[src/hw/csr_consts.vh]
`ifndef CSR_CONSTS_VH
`define CSR_CONSTS_VH
// register offsets on the plain register port
`define CSR_OFS_BANK      8'h04
`define CSR_OFS_WORK      8'h05
`define CSR_OFS_PCL       8'h06
`define CSR_OFS_TBL_LO    8'h07
`define CSR_OFS_TBL_HI    8'h08
`define CSR_OFS_TBL_HB    8'h09
`define CSR_OFS_STATUS    8'h0a
// special function area ends here
`define CSR_SFR_LAST      8'h7f
// status field positions
`define CSR_ST_C          0
`define CSR_ST_AC         1
`define CSR_ST_Z          2
`define CSR_ST_OV         3
`define CSR_ST_PDF        4
`define CSR_ST_TO         5
// reset values
`define CSR_RST_BANK      2'h0
`define CSR_RST_BYTE      8'h00
// alu operation codes
`define CSR_ALU_ADD       3'h0
`define CSR_ALU_SUB       3'h1
`define CSR_ALU_AND       3'h2
`define CSR_ALU_OR        3'h3
`define CSR_ALU_XOR       3'h4
`define CSR_ALU_RLC       3'h5
`define CSR_ALU_RRC       3'h6
`define CSR_ALU_MOV       3'h7
`endif

[src/hw/csr_core_regs.v]
// Function
// - three-bank select codes 00,01,10 pick banks 0,1,2; 11 undefined
// - two-bank variant keeps only bit 0 writable, bits 7-1 read zero
// - three-bank variant keeps bits 1-0 writable, bits 7-2 read zero
// - any reset returns bank to 0 except watchdog reset in power-down
// - special function area reaches same registers from every bank
// - direct data accesses always go to bank 0
// - other banks reachable only through indirect addressing with bank select
// - alu results land in work register; register moves pass through it
// - writing pc low byte jumps within current page, upper bits kept
// - a pc low byte write inserts one dummy cycle before target executes
// - table read puts high byte in table high register, low byte out
// - status writes change arithmetic flags, never timeout or sleep flags
// - timeout flag bit 5 set by watchdog, cleared by power-up, clear, sleep
// - sleep flag bit 4 set by sleep, cleared by power-up or watchdog clear
// - carry bit 0 from add carry, subtract no-borrow, rotate through carry
// - nibble carry bit 1 from low nibble carry or no nibble borrow
// - zero flag bit 2 set when result is zero
// - signed wrap bit 3 when carry into msb differs from carry out
// - status is not saved on interrupt or call; software saves it
// - timeout and sleep flags zero at power-on; bits 7-6 read zero
//
// Implementation choices: the placing of the registers and the address-and-strobe port.
`timescale 1ns/100ps
`include "csr_consts.vh"
module csr_core_regs #(
  parameter THREE_BANK = 1,
  parameter PC_W       = 13
) (
  // clock and power-up reset
  input  wire            mclk,
  input  wire            nrst,
  // register port
  input  wire [7:0]      reg_addr,
  input  wire [7:0]      reg_wdata,
  input  wire            reg_wr,
  input  wire            reg_rd,
  output reg  [7:0]      reg_rdata,
  // data memory address mapping
  input  wire [7:0]      dm_addr,
  input  wire            dm_indirect,
  output wire [1:0]      dm_bank,
  output wire            dm_sfr_hit,
  // alu operation from the core
  input  wire            alu_go,
  input  wire [2:0]      alu_op,
  input  wire [7:0]      alu_opnd,
  input  wire            alu_to_work,
  output wire [7:0]      alu_result,
  // system events
  input  wire            wdt_timeout,
  input  wire            wdt_clear,
  input  wire            sleep_exec,
  input  wire            wdt_reset_in_sleep,
  input  wire            soft_reset,
  // program counter
  input  wire            pc_step,
  output wire [PC_W-1:0] pc_value,
  output wire            pc_dummy,
  // table read
  input  wire            tbl_go,
  output wire [15:0]     tbl_addr,
  input  wire [15:0]     tbl_word,
  output reg  [7:0]      tbl_low_byte,
  output reg             tbl_low_valid
);

  localparam [1:0] BANK_MASK = THREE_BANK ? 2'h3 : 2'h1;

  reg [1:0]      bank_r;
  reg [7:0]      work_r;
  reg [PC_W-1:0] pc_r;
  reg            dummy_r;
  reg [7:0]      tbl_lo_r;
  reg [7:0]      tbl_hi_r;
  reg [7:0]      tbl_hb_r;
  reg [3:0]      flags_r;
  reg            to_r;
  reg            pdf_r;

  // full alu: result, carry, nibble carry, wrap
  function [10:0] alu_f;
    input [2:0] op;
    input [7:0] a;
    input [7:0] b;
    input       cin;
    reg   [8:0] s;
    reg   [4:0] n;
    reg         c7;
    begin
      s = 9'h000;
      n = 5'h00;
      c7 = 1'b0;
      alu_f = {3'h0, a};
      case (op)
        `CSR_ALU_ADD:
        begin
          s = {1'b0, a} + {1'b0, b};
          n = {1'b0, a[3:0]} + {1'b0, b[3:0]};
          c7 = s[7] ^ a[7] ^ b[7];
          alu_f = {c7 ^ s[8], n[4], s[8], s[7:0]};
        end
        `CSR_ALU_SUB:
        begin
          s = {1'b0, a} + {1'b0, ~b} + 9'h001;
          n = {1'b0, a[3:0]} + {1'b0, ~b[3:0]} + 5'h01;
          c7 = s[7] ^ a[7] ^ ~b[7];
          alu_f = {c7 ^ s[8], n[4], s[8], s[7:0]};
        end
        `CSR_ALU_AND: alu_f = {3'h0, a & b};
        `CSR_ALU_OR:  alu_f = {3'h0, a | b};
        `CSR_ALU_XOR: alu_f = {3'h0, a ^ b};
        `CSR_ALU_RLC: alu_f = {2'h0, b[7], b[6:0], cin};
        `CSR_ALU_RRC: alu_f = {2'h0, b[0], cin, b[7:1]};
        default:      alu_f = {3'h0, b};
      endcase
    end
  endfunction

  // address decode helper
  function hit_f;
    input [7:0] a;
    input [7:0] ofs;
    begin
      hit_f = (a == ofs);
    end
  endfunction

  wire [10:0] alu_w = alu_f(alu_op, work_r, alu_opnd, flags_r[`CSR_ST_C]);
  wire        arith = (alu_op == `CSR_ALU_ADD) || (alu_op == `CSR_ALU_SUB);
  wire        rot   = (alu_op == `CSR_ALU_RLC) || (alu_op == `CSR_ALU_RRC);
  wire        flag_logic = (alu_op == `CSR_ALU_AND) || (alu_op == `CSR_ALU_OR) ||
                           (alu_op == `CSR_ALU_XOR);
  wire        alu_zero = (alu_w[7:0] == 8'h00);

  // decoded register writes
  wire        wr_bank = reg_wr && hit_f(reg_addr, `CSR_OFS_BANK);
  wire        wr_work = reg_wr && hit_f(reg_addr, `CSR_OFS_WORK);
  wire        wr_pcl  = reg_wr && hit_f(reg_addr, `CSR_OFS_PCL);
  wire        wr_tlo  = reg_wr && hit_f(reg_addr, `CSR_OFS_TBL_LO);
  wire        wr_thi  = reg_wr && hit_f(reg_addr, `CSR_OFS_TBL_HI);
  wire        wr_stat = reg_wr && hit_f(reg_addr, `CSR_OFS_STATUS);

  // next values of every register except the table valid flag
  reg [1:0]      bank_nxt;
  reg [7:0]      work_nxt;
  reg [PC_W-1:0] pc_nxt;
  reg            dummy_nxt;
  reg [7:0]      tbl_lo_nxt;
  reg [7:0]      tbl_hi_nxt;
  reg [7:0]      tbl_hb_nxt;
  reg [7:0]      low_byte_nxt;
  reg [3:0]      flags_nxt;
  reg            to_nxt;
  reg            pdf_nxt;
  reg [7:0]      rdata_nxt;

  assign alu_result = alu_w[7:0];

  // bank mapping for the data memory
  assign dm_sfr_hit = (dm_addr <= `CSR_SFR_LAST);
  assign dm_bank    = (dm_sfr_hit || !dm_indirect) ? 2'h0 :
                      bank_r;
  assign pc_value   = pc_r;
  assign pc_dummy   = dummy_r;
  assign tbl_addr   = {tbl_hi_r, tbl_lo_r};

  // bank select next value, soft reset spared in power-down
  always @*
  begin
    bank_nxt = bank_r;
    if (soft_reset && !wdt_reset_in_sleep)
      bank_nxt = `CSR_RST_BANK;
    else if (wr_bank)
      bank_nxt = reg_wdata[1:0] & BANK_MASK;
  end

  // bank select register
  always @(posedge mclk or negedge nrst)
  begin
    if (!nrst)
      bank_r <= `CSR_RST_BANK;
    else
      bank_r <= bank_nxt;
  end

  // work register next value: software write first, then alu result
  always @*
  begin
    work_nxt = work_r;
    if (wr_work)
      work_nxt = reg_wdata;
    else if (alu_go && alu_to_work)
      work_nxt = alu_w[7:0];
  end

  // work register
  always @(posedge mclk or negedge nrst)
  begin
    if (!nrst)
      work_r <= `CSR_RST_BYTE;
    else
      work_r <= work_nxt;
  end

  // program counter next value: low byte write jumps within the page
  always @*
  begin
    dummy_nxt = wr_pcl;
    pc_nxt = pc_r;
    if (wr_pcl)
      pc_nxt = {pc_r[PC_W-1:8], reg_wdata};
    else if (pc_step && !dummy_r)
      pc_nxt = pc_r + {{(PC_W-1){1'b0}}, 1'b1};
  end

  // program counter and dummy cycle marker
  always @(posedge mclk or negedge nrst)
  begin
    if (!nrst)
    begin
      pc_r <= {PC_W{1'b0}};
      dummy_r <= 1'b0;
    end
    else
    begin
      pc_r <= pc_nxt;
      dummy_r <= dummy_nxt;
    end
  end

  // table pointers and table read next values
  always @*
  begin
    tbl_lo_nxt = wr_tlo ? reg_wdata : tbl_lo_r;
    tbl_hi_nxt = wr_thi ? reg_wdata : tbl_hi_r;
    tbl_hb_nxt = tbl_go ? tbl_word[15:8] : tbl_hb_r;
    low_byte_nxt = tbl_go ? tbl_word[7:0] : tbl_low_byte;
  end

  // table pointers and table read
  always @(posedge mclk or negedge nrst)
  begin
    if (!nrst)
    begin
      tbl_lo_r <= `CSR_RST_BYTE;
      tbl_hi_r <= `CSR_RST_BYTE;
      tbl_hb_r <= `CSR_RST_BYTE;
      tbl_low_byte <= `CSR_RST_BYTE;
      tbl_low_valid <= 1'b0;
    end
    else
    begin
      tbl_lo_r <= tbl_lo_nxt;
      tbl_hi_r <= tbl_hi_nxt;
      tbl_hb_r <= tbl_hb_nxt;
      tbl_low_byte <= low_byte_nxt;
      tbl_low_valid <= tbl_go;
    end
  end

  // arithmetic flags next value: alu update wins over a status write
  always @*
  begin
    flags_nxt = flags_r;                                      // no copy kept
    if (alu_go && arith)
      flags_nxt = {alu_w[10], alu_zero, alu_w[9], alu_w[8]};
    else if (alu_go && rot)
      flags_nxt[`CSR_ST_C] = alu_w[8];
    else if (alu_go && flag_logic)
      flags_nxt[`CSR_ST_Z] = alu_zero;
    else if (wr_stat)
      flags_nxt = reg_wdata[3:0];
  end

  // arithmetic flags
  always @(posedge mclk or negedge nrst)
  begin
    if (!nrst)
      flags_r <= 4'h0;
    else
      flags_r <= flags_nxt;
  end

  // timeout flag next value, set wins over clear
  always @*
  begin
    to_nxt = to_r;
    if (wdt_timeout)
      to_nxt = 1'b1;
    else if (wdt_clear || sleep_exec)
      to_nxt = 1'b0;
  end

  // sleep flag next value, set wins over clear
  always @*
  begin
    pdf_nxt = pdf_r;
    if (sleep_exec)
      pdf_nxt = 1'b1;
    else if (wdt_clear)
      pdf_nxt = 1'b0;
  end

  // system flags, untouched by status writes
  always @(posedge mclk or negedge nrst)
  begin
    if (!nrst)
    begin
      to_r <= 1'b0;
      pdf_r <= 1'b0;
    end
    else
    begin
      to_r <= to_nxt;
      pdf_r <= pdf_nxt;
    end
  end

  // read data mux, zero outside a read
  always @*
  begin
    rdata_nxt = 8'h00;
    if (reg_rd)
    begin
      case (reg_addr)
        `CSR_OFS_BANK:   rdata_nxt = {6'h00, bank_r};
        `CSR_OFS_WORK:   rdata_nxt = work_r;
        `CSR_OFS_PCL:    rdata_nxt = pc_r[7:0];
        `CSR_OFS_TBL_LO: rdata_nxt = tbl_lo_r;
        `CSR_OFS_TBL_HI: rdata_nxt = tbl_hi_r;
        `CSR_OFS_TBL_HB: rdata_nxt = tbl_hb_r;
        `CSR_OFS_STATUS: rdata_nxt = {2'h0, to_r, pdf_r, flags_r};
        default:         rdata_nxt = 8'h00;
      endcase
    end
  end

  // read data one cycle after the strobe
  always @(posedge mclk or negedge nrst)
  begin
    if (!nrst)
      reg_rdata <= 8'h00;
    else
      reg_rdata <= rdata_nxt;
  end

endmodule

[config.mk]
export PLATFORM = sky130hd
export DESIGN_NAME = csr_core_regs
export DESIGN_NICKNAME = d
export VERILOG_FILES = /design/src/hw/csr_core_regs.v
export VERILOG_INCLUDE_DIRS = /design/src /design/src/hw
export SDC_FILE = /design/constraint.sdc
export NUM_CORES = 1
export LEC_CHECK = 0
export BUFFER_PORTS_ARGS = -buffer_cell sky130_fd_sc_hd__buf_2
export CAP_MARGIN = 10
export CORE_ASPECT_RATIO = 1.5
export CORE_MARGIN = 1
export CORE_UTILIZATION = 35
export CTS_BUF_LIST = sky130_fd_sc_hd__clkbuf_16
export DETAILED_ROUTE_END_ITERATION = 8
export SLEW_MARGIN = 10
export SYNTH_ARGS = -nofsm -noshare
export SYNTH_HDL_FRONTEND = slang
export SYNTH_SLANG_ARGS = --single-unit
[constraint.sdc]
create_clock -name mclk -period 2.7 [get_ports mclk]
set_input_delay 0.27 -clock mclk [delete_from_list [all_inputs] [get_ports mclk]]
set_output_delay 0.27 -clock mclk [all_outputs]
set_load 0.01 [all_outputs]
# Word level (Yosys, flattened, before mapping)
# Index checks and enable logic that the tools add are counted.
[totals]
reg_bits = 71
out_inout_bits = 58
[op_classes]
addsub = 7
magnitude_cmp = 1
eq_ne = 16
n_mux = 21
bitwise_logic = 13
n_reduce_logical = 35
[op_table]
columns = ["op", "count"]
rows = [
  ["$pmux 11 s7", 1],
  ["$pmux 8 s7", 1],
  ["$mux 8", 5],
  ["$eq 8x3->1 const B", 4],
  ["$eq 8x4->1 const B", 3],
  ["$add 8x8->9", 2],
  ["$add 13x1->13 const B", 1],
  ["$logic_and 1x1->1", 12],
  ["$reduce_bool 2->1", 6],
  ["$add 4x4->5", 2],
  ["$add 9x1->9 const B", 1],
  ["$eq 3x3->1 const B", 3],
  ["$and 8x8->8", 1],
  ["$le 8x7->1 const B", 1],
  ["$logic_not 8->1", 1],
  ["$mux 2", 4],
  ["$mux 4", 2],
  ["$not 8->8", 1],
  ["$or 8x8->8", 1],
  ["$xor 8x8->8", 1],
  ["$mux 1", 7],
  ["$eq 3x2->1 const B", 2],
  ["$logic_or 1x1->1", 6],
  ["$reduce_and 2->1", 3],
  ["12 further kinds", 22],
]

# Longest topological paths before layout
# Gate-level depths: netlist (run 1).
[logic_depth]
word_depth = 11
depth_mapped = 12
depth_no_buf = 12

# Least setup slack after synthesis (run 1)
# OpenSTA, ideal clock, no wires.
[synth_timing]
path_type = "reg2reg"
startpoint = "register work_r[0]"
endpoint = "register flags_r[2]"
setup_ns = 0.092
t_arrival_ns = 2.814
path_slack_ns = -0.206
stages_incl_launch_ff = 12
synth_period_minus_slack_ns = 2.906
cell_sequence = "dfrtp_1 -> inv_1 -> ha_1 -> inv_1 -> fa_1 -> nor2b_1 -> o31ai_1 -> o31a_1 -> o41a_1 -> o311ai_0 -> or4_1 -> o31ai_2"
[synth_via]
elab_chain_cells = 7
elab_cells_between_ends = 11
classes_between = "add/sub: 3; mux: 4; bitwise: 3; reduce/logical: 1"
[synth_rtl]
columns = ["element", "line", "text"]
rows = [
  ["start, declared", "csr_core_regs.v:71", "reg [7:0] work_r;"],
  ["start signal, assigned", "csr_core_regs.v:201", "work_r <= `CSR_RST_BYTE;"],
  ["start signal, assigned", "csr_core_regs.v:203", "work_r <= work_nxt;"],
  ["$add 8x8->9", "csr_core_regs.v:105", "s = {1'b0, a} + {1'b0, ~b} + 9'h001;"],
  ["$add 9x1->9", "csr_core_regs.v:105", ""],
  ["$pmux 11 s7 *", "csr_core_regs.v:95", "case (op)"],
  ["named net alu_result[6]", "csr_core_regs.v:49", "output wire [7:0] alu_result,"],
  ["$logic_not 8->1 *", "csr_core_regs.v:134", "wire alu_zero = (alu_w[7:0] == 8'h00);"],
  ["$mux 1", "csr_core_regs.v:270", "else if (alu_go && flag_logic)"],
  ["$mux 3", "csr_core_regs.v:268", "else if (alu_go && rot)"],
  ["$mux 4 *", "csr_core_regs.v:266", "if (alu_go && arith)"],
  ["end signal, assigned", "csr_core_regs.v:282", "flags_r <= flags_nxt;"],
  ["end, declared", "csr_core_regs.v:77", "reg [3:0] flags_r;"],
]
# Mark *: on every way through the listed nets, which the timed path passes. The rest lies on a longest branch. The select of a mux whose other input is x is not followed.
# A chain may end at the register's enable or synchronous reset.

# Final worst setup path (run 1)
[layout_timing]
startpoint = "register work_r[0]"
endpoint = "output alu_result[6]"
[layout_via]
elab_chain_cells = 3
elab_cells_between_ends = 4
classes_between = "add/sub: 3; mux: 1"
[layout_rtl]
columns = ["element", "line"]
rows = [
  ["$add 8x8->9", "csr_core_regs.v:105"],
  ["$add 9x1->9", "csr_core_regs.v:105"],
  ["$pmux 11 s7 *", "csr_core_regs.v:95"],
  ["end, declared", "csr_core_regs.v:49"],
]
# Mark *: on every way between the ends. The rest lies on a longest branch, timed or not.

==> metrics.txt, run 1 <==
synth warn=0; Root Buffer=clkbuf_16; PwrDens=733 nW/um^2; clock net sink count=71; RSZ-0062 raised after global routing=yes; share of cells above drive strength 1=42.5%; 1st-iter DRT viols=251; Post-synth ARST share=100%; DR vias=4558; DP HPWL=11.7 mm; clock skew=0.00419 ns; Remaining DRCs=0; worst slack at placement=-0.116 ns; Initial Util=36.2%; Vias/cell=5.51; input/output buffers=115; layout net count=756; final worst setup slack=-0.204 ns; final hold violations=0; antenna viol nets, final=0; Top FF cell, synth=dfrtp_1; WL final=15.4 mm; peak supply drop=0.000474 V; CTS tree=done; crit share post-route=108%; Avg Cell Area, Syn=9.66 um^2; per-cell routed wire length=18.7 um; Area Growth Syn to Fin=37.6%; Syn Inst Count=490; CTS clk-pin slew, worst paths=0.06 ns; min Tclk post-route=2.90 ns; syn_nets=583; grt total ovfl=0; failing checks=setup timing; vias in the first global route=4705; final hold slack=0.122 ns; Clock Latency Late Sink=0.33 ns; CTS buffer count=9; Worst Tran Pin Value=0.766 ns; ANT cells=0; initial antenna violation count=0; synth unique cells=68; Final Max Slew Viols=0; first-pass GRT wire length=24.3 mm; finished layout cell area=6520 um^2; placed instance area=5740 um^2; Max-cap violations=0; largest fanout on the critical path=3; Arr. time, crit path=2.63 ns; Core Rows=51; io pins=123; Required @ worst endpoint=2.43 ns; Total GRT Usage=22.2%; pin count of the biggest net entering global routing=72; CTS H-tree lvls=3; final setup vio count=6; Clock Path Buffers=2; chip height=144 um; die outline area=14000 um^2; sequential share of the synthesized area=37.5%; WS Path Type=reg2out; area of the core region=13100 um^2; mapped cell area=4740 um^2; Die X-Extent=97.0 um; Final GP Congestion=0.874; crit end category=primary output; number of synthesized register bits=71; Hold WC Path Type=in2reg; Post-synth EDFFs=0; Pre-antenna DRT Iters=5; Pleak=3.15 nW; max frequency=0.344 GHz; CP Launch Type=flop; max_slew headroom=48.7%; status=finished with violations
-- cell usage in the layout (no fill, tap or decap), types with 4 or more instances in the layout --
cell type    n
mux2i_1     21
nor2_1      36
nand2b_1     7
xnor2_1     11
a21o_1       5
ha_2         4
ha_4         5
mux2_2      36
a222oi_1     5
inv_2        5
o211ai_1     4
inv_1       24
a221oi_1     5
ha_1        17
a21oi_1     30
xor2_1       7
buf_2      111
clkbuf_16    9
buf_6        7
a22oi_1     14
buf_4       63
nand3_1      8
dfrtp_1     71
nor3_1       7
o21ai_0     14
o21ai_1      7
and3_1       7
nor2b_1      7
nand2_1     45
-- stage by stage --
step,power (mW),setup TNS [ns],utilization (%),instances
after CTS,4.67,-0.490,49.0,824
after floorplan,2.32,-0.00373,-,490
final,4.78,-0.667,49.8,827
after global routing,5.02,-1.17,49.8,827
after detailed placement,3.01,-0.152,43.9,791
after global placement,2.96,-0.0796,43.9,791
-- power by group --
group	switching (mW)	internal, mW
Combinational	1.03	1.03
Sequential	0.169	1.22
Clock	0.437	0.895
-- logic make-up (layout without fill, tap and decap cells) --
group,Yosys count,after routing,synth area share (%)
mux,59,59,13.7
compound gates,123,123,17.9
flops,71,71,37.5
simple gates,140,140,14.3
buf+inv,51,229,5.55
xor+xnor,18,18,3.33
fa+ha+maj,28,28,7.71
-- layout make-up --
class / instances / area [um^2]
clock buffers: 9 / 225
clock inverters: 7 / 111
fillers: 1193 / 6560
inverters: 30 / 116
multi-input cells: 368 / 2950
flip-flops and latches: 71 / 1780
well taps: 159 / 199
repair buffers: 183 / 1140
-- worst paths after layout --
| kind | start | end | slack (ns) | cells after the start |
|---|---|---|---|---|
| setup reg to reg | work_r[0] | flags_r[2] | -0.20 | 12 |
| max in group asynchronous | nrst | flags_r[1] | 1.89 | 3 |
| hold reg to reg | pc_value[12] | pc_value[12] | 0.47 | 1 |
| setup / recovery | work_r[0] | alu_result[6] | -0.20 | 12 |
| hold / removal | wdt_timeout | to_r | 0.12 | 2 |
| min in group asynchronous | nrst | pc_value[3] | 0.48 | 3 |
-- sequential cells by signal, summed over array words and instances, names as in the netlist, 2 cells and up --
name and cells:
tbl_low_byte 8, tbl_hi_r 8, tbl_hb_r 8, reg_rdata 8, work_r 8, bank_r 2, flags_r 4, pc_value 13
tbl_lo_r 8
-- metal layers --
metal	track usage (%)	part of all wire (%)
met1	24.3	38
met2	40.3	52
met3	4.01	5.5
met4	13.0	4.8
met5	0	0
-- Yosys cell counts (7+ instances only) --
cell / count / area (um^2)
dfrtp_1: 71 / 1780
ha_1: 26 / 325
nand2_1: 45 / 169
o21ai_0: 16 / 80.1
xnor2_1: 11 / 96.3
xor2_1: 7 / 61.3
a22oi_1: 14 / 105
and3_1: 7 / 43.8
nor3_1: 7 / 35.0
inv_1: 30 / 113
mux2_2: 37 / 417
nand2b_1: 8 / 50.1
a21oi_1: 33 / 165
nand3_1: 8 / 40.0
nor2b_1: 8 / 50.1
mux2i_1: 21 / 210
nor2_1: 37 / 139
clkbuf_1: 10 / 37.5
-- what timing repair did --
| action | in CTS | in global routing |
|---|---|---|
| hold buffers | 1 | 0 |
| setup endpoints to repair | 8 | 10 |
| setup buffers | 17 | 5 |
| endpoints found under the hold margin | 71 | 0 |
| gates resized for setup | 42 | 18 |
| pin swaps | 18 | 16 |
-- critical path: stages, from the launching register on --
cell	delay, ns
dfrtp_1	0.39
ha_2	0.21
inv_2	0.05
fa_2	0.38
nand2b_4	0.16
a21oi_4	0.18
a31oi_4	0.11
buf_4	0.15
nor2_2	0.07
a21oi_1	0.05
o311ai_2	0.26
buf_4	0.18
buf_6	0.09
(Power assumes the default switching activity.)
==> run 2: changes to the inputs <==
--- a/config.mk
+++ b/config.mk
@@ -6,6 +6,8 @@
 export SDC_FILE = /design/constraint.sdc
 export NUM_CORES = 1
 export LEC_CHECK = 0
+export ABC_AREA = 1
+export ABC_CLOCK_PERIOD_IN_PS = 2700
 export BUFFER_PORTS_ARGS = -buffer_cell sky130_fd_sc_hd__buf_2
 export CAP_MARGIN = 10
 export CORE_ASPECT_RATIO = 1.5
==> metrics.txt, run 2 <==
largest fanout on the critical path=3 (unchanged); synth warn=0 (unchanged); Remaining DRCs=0 (unchanged); most common cell after layout, fill and taps aside=nand2_1; Max-cap violations=0 (unchanged); first-pass GRT wire length=25.9 mm (+6.9%); status=completed; crit share post-route=94.3% (-13 points); reg-to-reg slack, setup=0.43 ns (+0.63 ns); WL final=16.7 mm (+8.5%); Total GRT Usage=22.9% (+0.65 points); Post-synth EDFFs=0 (unchanged); met1 Use GR=23.9% (-0.40 points); number of synthesized register bits=71 (unchanged); placed instance area=5900 um^2 (+2.8%); Synth top area share=34.6% (-2.9 points); io pins=123 (unchanged); R2R cell count=17 (+5); sequential power share=36.7% (+7.7 points); slowest cell on the critical path=dfrtp_1; area of the core region=14200 um^2 (+8.5%); met2 Usage GRT=43.9% (+3.5 points); Pre-antenna DRT Iters=7 (+2); CTS buffer count=9 (unchanged); CTS tree=done; clock network power share=28.7% (+0.8 points); syn_nets=766 (+31%); Post-synth ARST share=100% (unchanged); largest family of logic cells by synthesized area=simple AND/OR/NAND/NOR gates; most common library cells after synthesis=150 x nand2_1, 89 x inv_1, 71 x dfrtp_1, 48 x nand3_1, 47 x nor2_1; final total power=3.58 mW (-25%); Clock Path Buffers=2 (unchanged); share of cells above drive strength 1=28.1% (-14 points); switching share of power=37.1% (+2.8 points); post-synthesis mux area share=1.75% (-12 points); Synth area leader=dfrtp_1; RSZ-0062 raised after global routing=no; most frequent cell after synthesis=nand2_1; Post-Synth Simple-Gate Area=29.6% (+15 points); Synth Area in Compound Gates=14.9% (-3.1 points); CTS H-tree lvls=3 (unchanged); chip height=150 um (+4.1%); final-layout fill cell count=1522 (+28%); CP Launch Type=flop; cell-internal power=2.25 mW (-28%); per-cell routed wire length=16.9 um (-9.4%); Initial Util=36.2% (about the same); final core utilization=44.1% (-5.7 points); WS Path Type=reg2out; die outline area=15200 um^2 (+8.3%); Worst Tran Pin Value=0.899 ns (+0.133 ns); pin count of the biggest net entering global routing=72 (unchanged); max_slew headroom=40.0% (-8.6 points); final setup vio count=0 (-6); Final Max Slew Viols=0 (unchanged); Post-Synth Adder-Cell Area=7.11% (-0.60 points); DR vias=5007 (+9.9%); Top FF cell, synth=dfrtp_1; XOR/XNOR Fraction of Synth Area=1.53% (-1.8 points); layout net count=887 (+17%); Pleak=3.31 nW (+4.9%); Syn Inst Count=673 (+37%); Final GP Congestion=0.956 (+9.4%); Die X-Extent=101 um (+4.1%); grt total ovfl=0 (unchanged); Clock Latency Late Sink=0.33 ns (about the same); Avg Cell Area, Syn=7.63 um^2 (-21%); finished layout cell area=6260 um^2 (-3.9%); Required @ worst endpoint=2.43 ns (about the same); R2R Path End=flags_r[2]; min Tclk post-route=2.55 ns (-0.357 ns); Setup Total Neg Slack=0 ns (+0.667 ns); Arr. time, crit path=2.28 ns (-0.35 ns); synth unique cells=54 (-21%); clock skew=0.00437 ns (+0.000177 ns); ANT cells=0 (unchanged); sequential share of the synthesized area=34.6% (-2.9 points); ranking of synthesized cells by area=dfrtp_1 35%, nand2_1 11%, inv_1 6.5%, ha_1 6.3%, nand3_1 4.7%; most frequent cells in the layout=148 x nand2_1, 114 x buf_2, 86 x inv_1; number of flip-flops in the largest register=13 (unchanged); input/output buffers=115 (unchanged); NetSw=1.33 mW (-19%); max frequency=0.393 GHz (+14%); vias in the first global route=4874 (+3.6%); initial antenna violation count=0 (unchanged); clock net sink count=71 (unchanged); crit end category=primary output; Vias/cell=5.06 (-8.2%); final worst setup slack=0.153 ns (+0.357 ns); peak supply drop=0.000471 V (-0.66%); fin cells=990 (+20%); PwrDens=572 nW/um^2 (-22%); worst slack at placement=0.283 ns (+0.399 ns); 1st-iter DRT viols=219 (-13%); Hold Buf Count CTS=0 (-1); Root Buffer=clkbuf_16; CP Cell Sequence=ha_4, inv_1, fa_1, inv_2, nand4_1, nand3_1, nand2_1, o21ai_1, nand2_1, nand3_1, nand2_1, inv_1, buf_2; Top Usage Layer GRT=met2; Core Rows=53 (+3.9%); Max stage delay on crit path=0.40 ns (about the same); final hold violations=0 (unchanged); mapped cell area=5140 um^2 (+8.5%); met3 usage=2.97% (-1.0 points); CTS clk-pin slew, worst paths=0.06 ns (about the same); worst reg2reg startpoint=work_r[0]; final hold slack=0.0659 ns (-0.0561 ns); most frequent CP cell=nand2_1; Area Growth Syn to Fin=22.0%; antenna viol nets, final=0 (unchanged); Hold WC Path Type=in2async; DP HPWL=13.5 mm (+15%); Cells after DPL=972 (+23%); Logic pwr share=34.5% (-8.6 points)
==> run 2: cell count changes after synthesis, sizes merged, moves of 15 or more <==
cell   before  now
inv        30  111
nor2       39   57
nand3       8   53
o21ai      22   47
mux2       37    8
nand4       1   16
nand2      45  160
mux2i      21    0
==> run 2: per-layer routing <==
layer,wire length [um],vias to the layer above
met5,0,-
met4,710,0
met3,691,42
met2,9110,162
met1,6230,2323
li1,-,2480
==> run 2: final cells by class <==
cell class	count	area, um^2	area share, %
multi-input cells	476	2910	46.4
well taps	192	240	3.83
inverters	112	438	6.99
clock buffers	9	225	3.59
repair buffers	124	646	10.3
flip-flops and latches	71	1780	28.4
clock inverters	6	30.0	0.479
==> run 2: worst max path at each step <==
stage                   start            end  cells after the start
floorplan           work_r[0]     flags_r[2]                     17
global placement    work_r[2]  alu_result[7]                     12
detailed placement  work_r[2]  alu_result[7]                     12
CTS                 work_r[0]  alu_result[6]                     12
global route        work_r[0]  alu_result[6]                     12
finish              work_r[0]  alu_result[6]                     13
==> run 2: worst max-delay path, delay by kind of cell (launching register included) <==
family / cells / cell delay (ns)
compound gates: 1 / 0.09
fa+ha+maj: 2 / 0.56
buf+inv: 4 / 0.41
flops: 1 / 0.40
simple gates: 6 / 0.50
==> run 2: cell families after synthesis <==
kind of cell	Yosys count
AOI/OAI and AO/OA	122
xor gates and xnor gates	9
adders and majority gates	28
buffers and inverters	126
DFF	71
muxes	8
and+or+nand+nor	309
==> run 2: what timing repair did <==
item,CTS,global route
buffers inserted,0,3
setup endpoints to repair,3,4
resized for setup,3,20
==> run 2: power groups by stage <==
stage	clock network (mW)	logic [mW]	registers, mW
3_3_place_gp	0	1.15	1.34
3_5_place_dp	0	1.16	1.34
4_1_cts	1.05	1.17	1.32
6_report	1.03	1.24	1.32
2_1_floorplan	0	0.748	1.33
5_1_grt	1.10	1.38	1.33
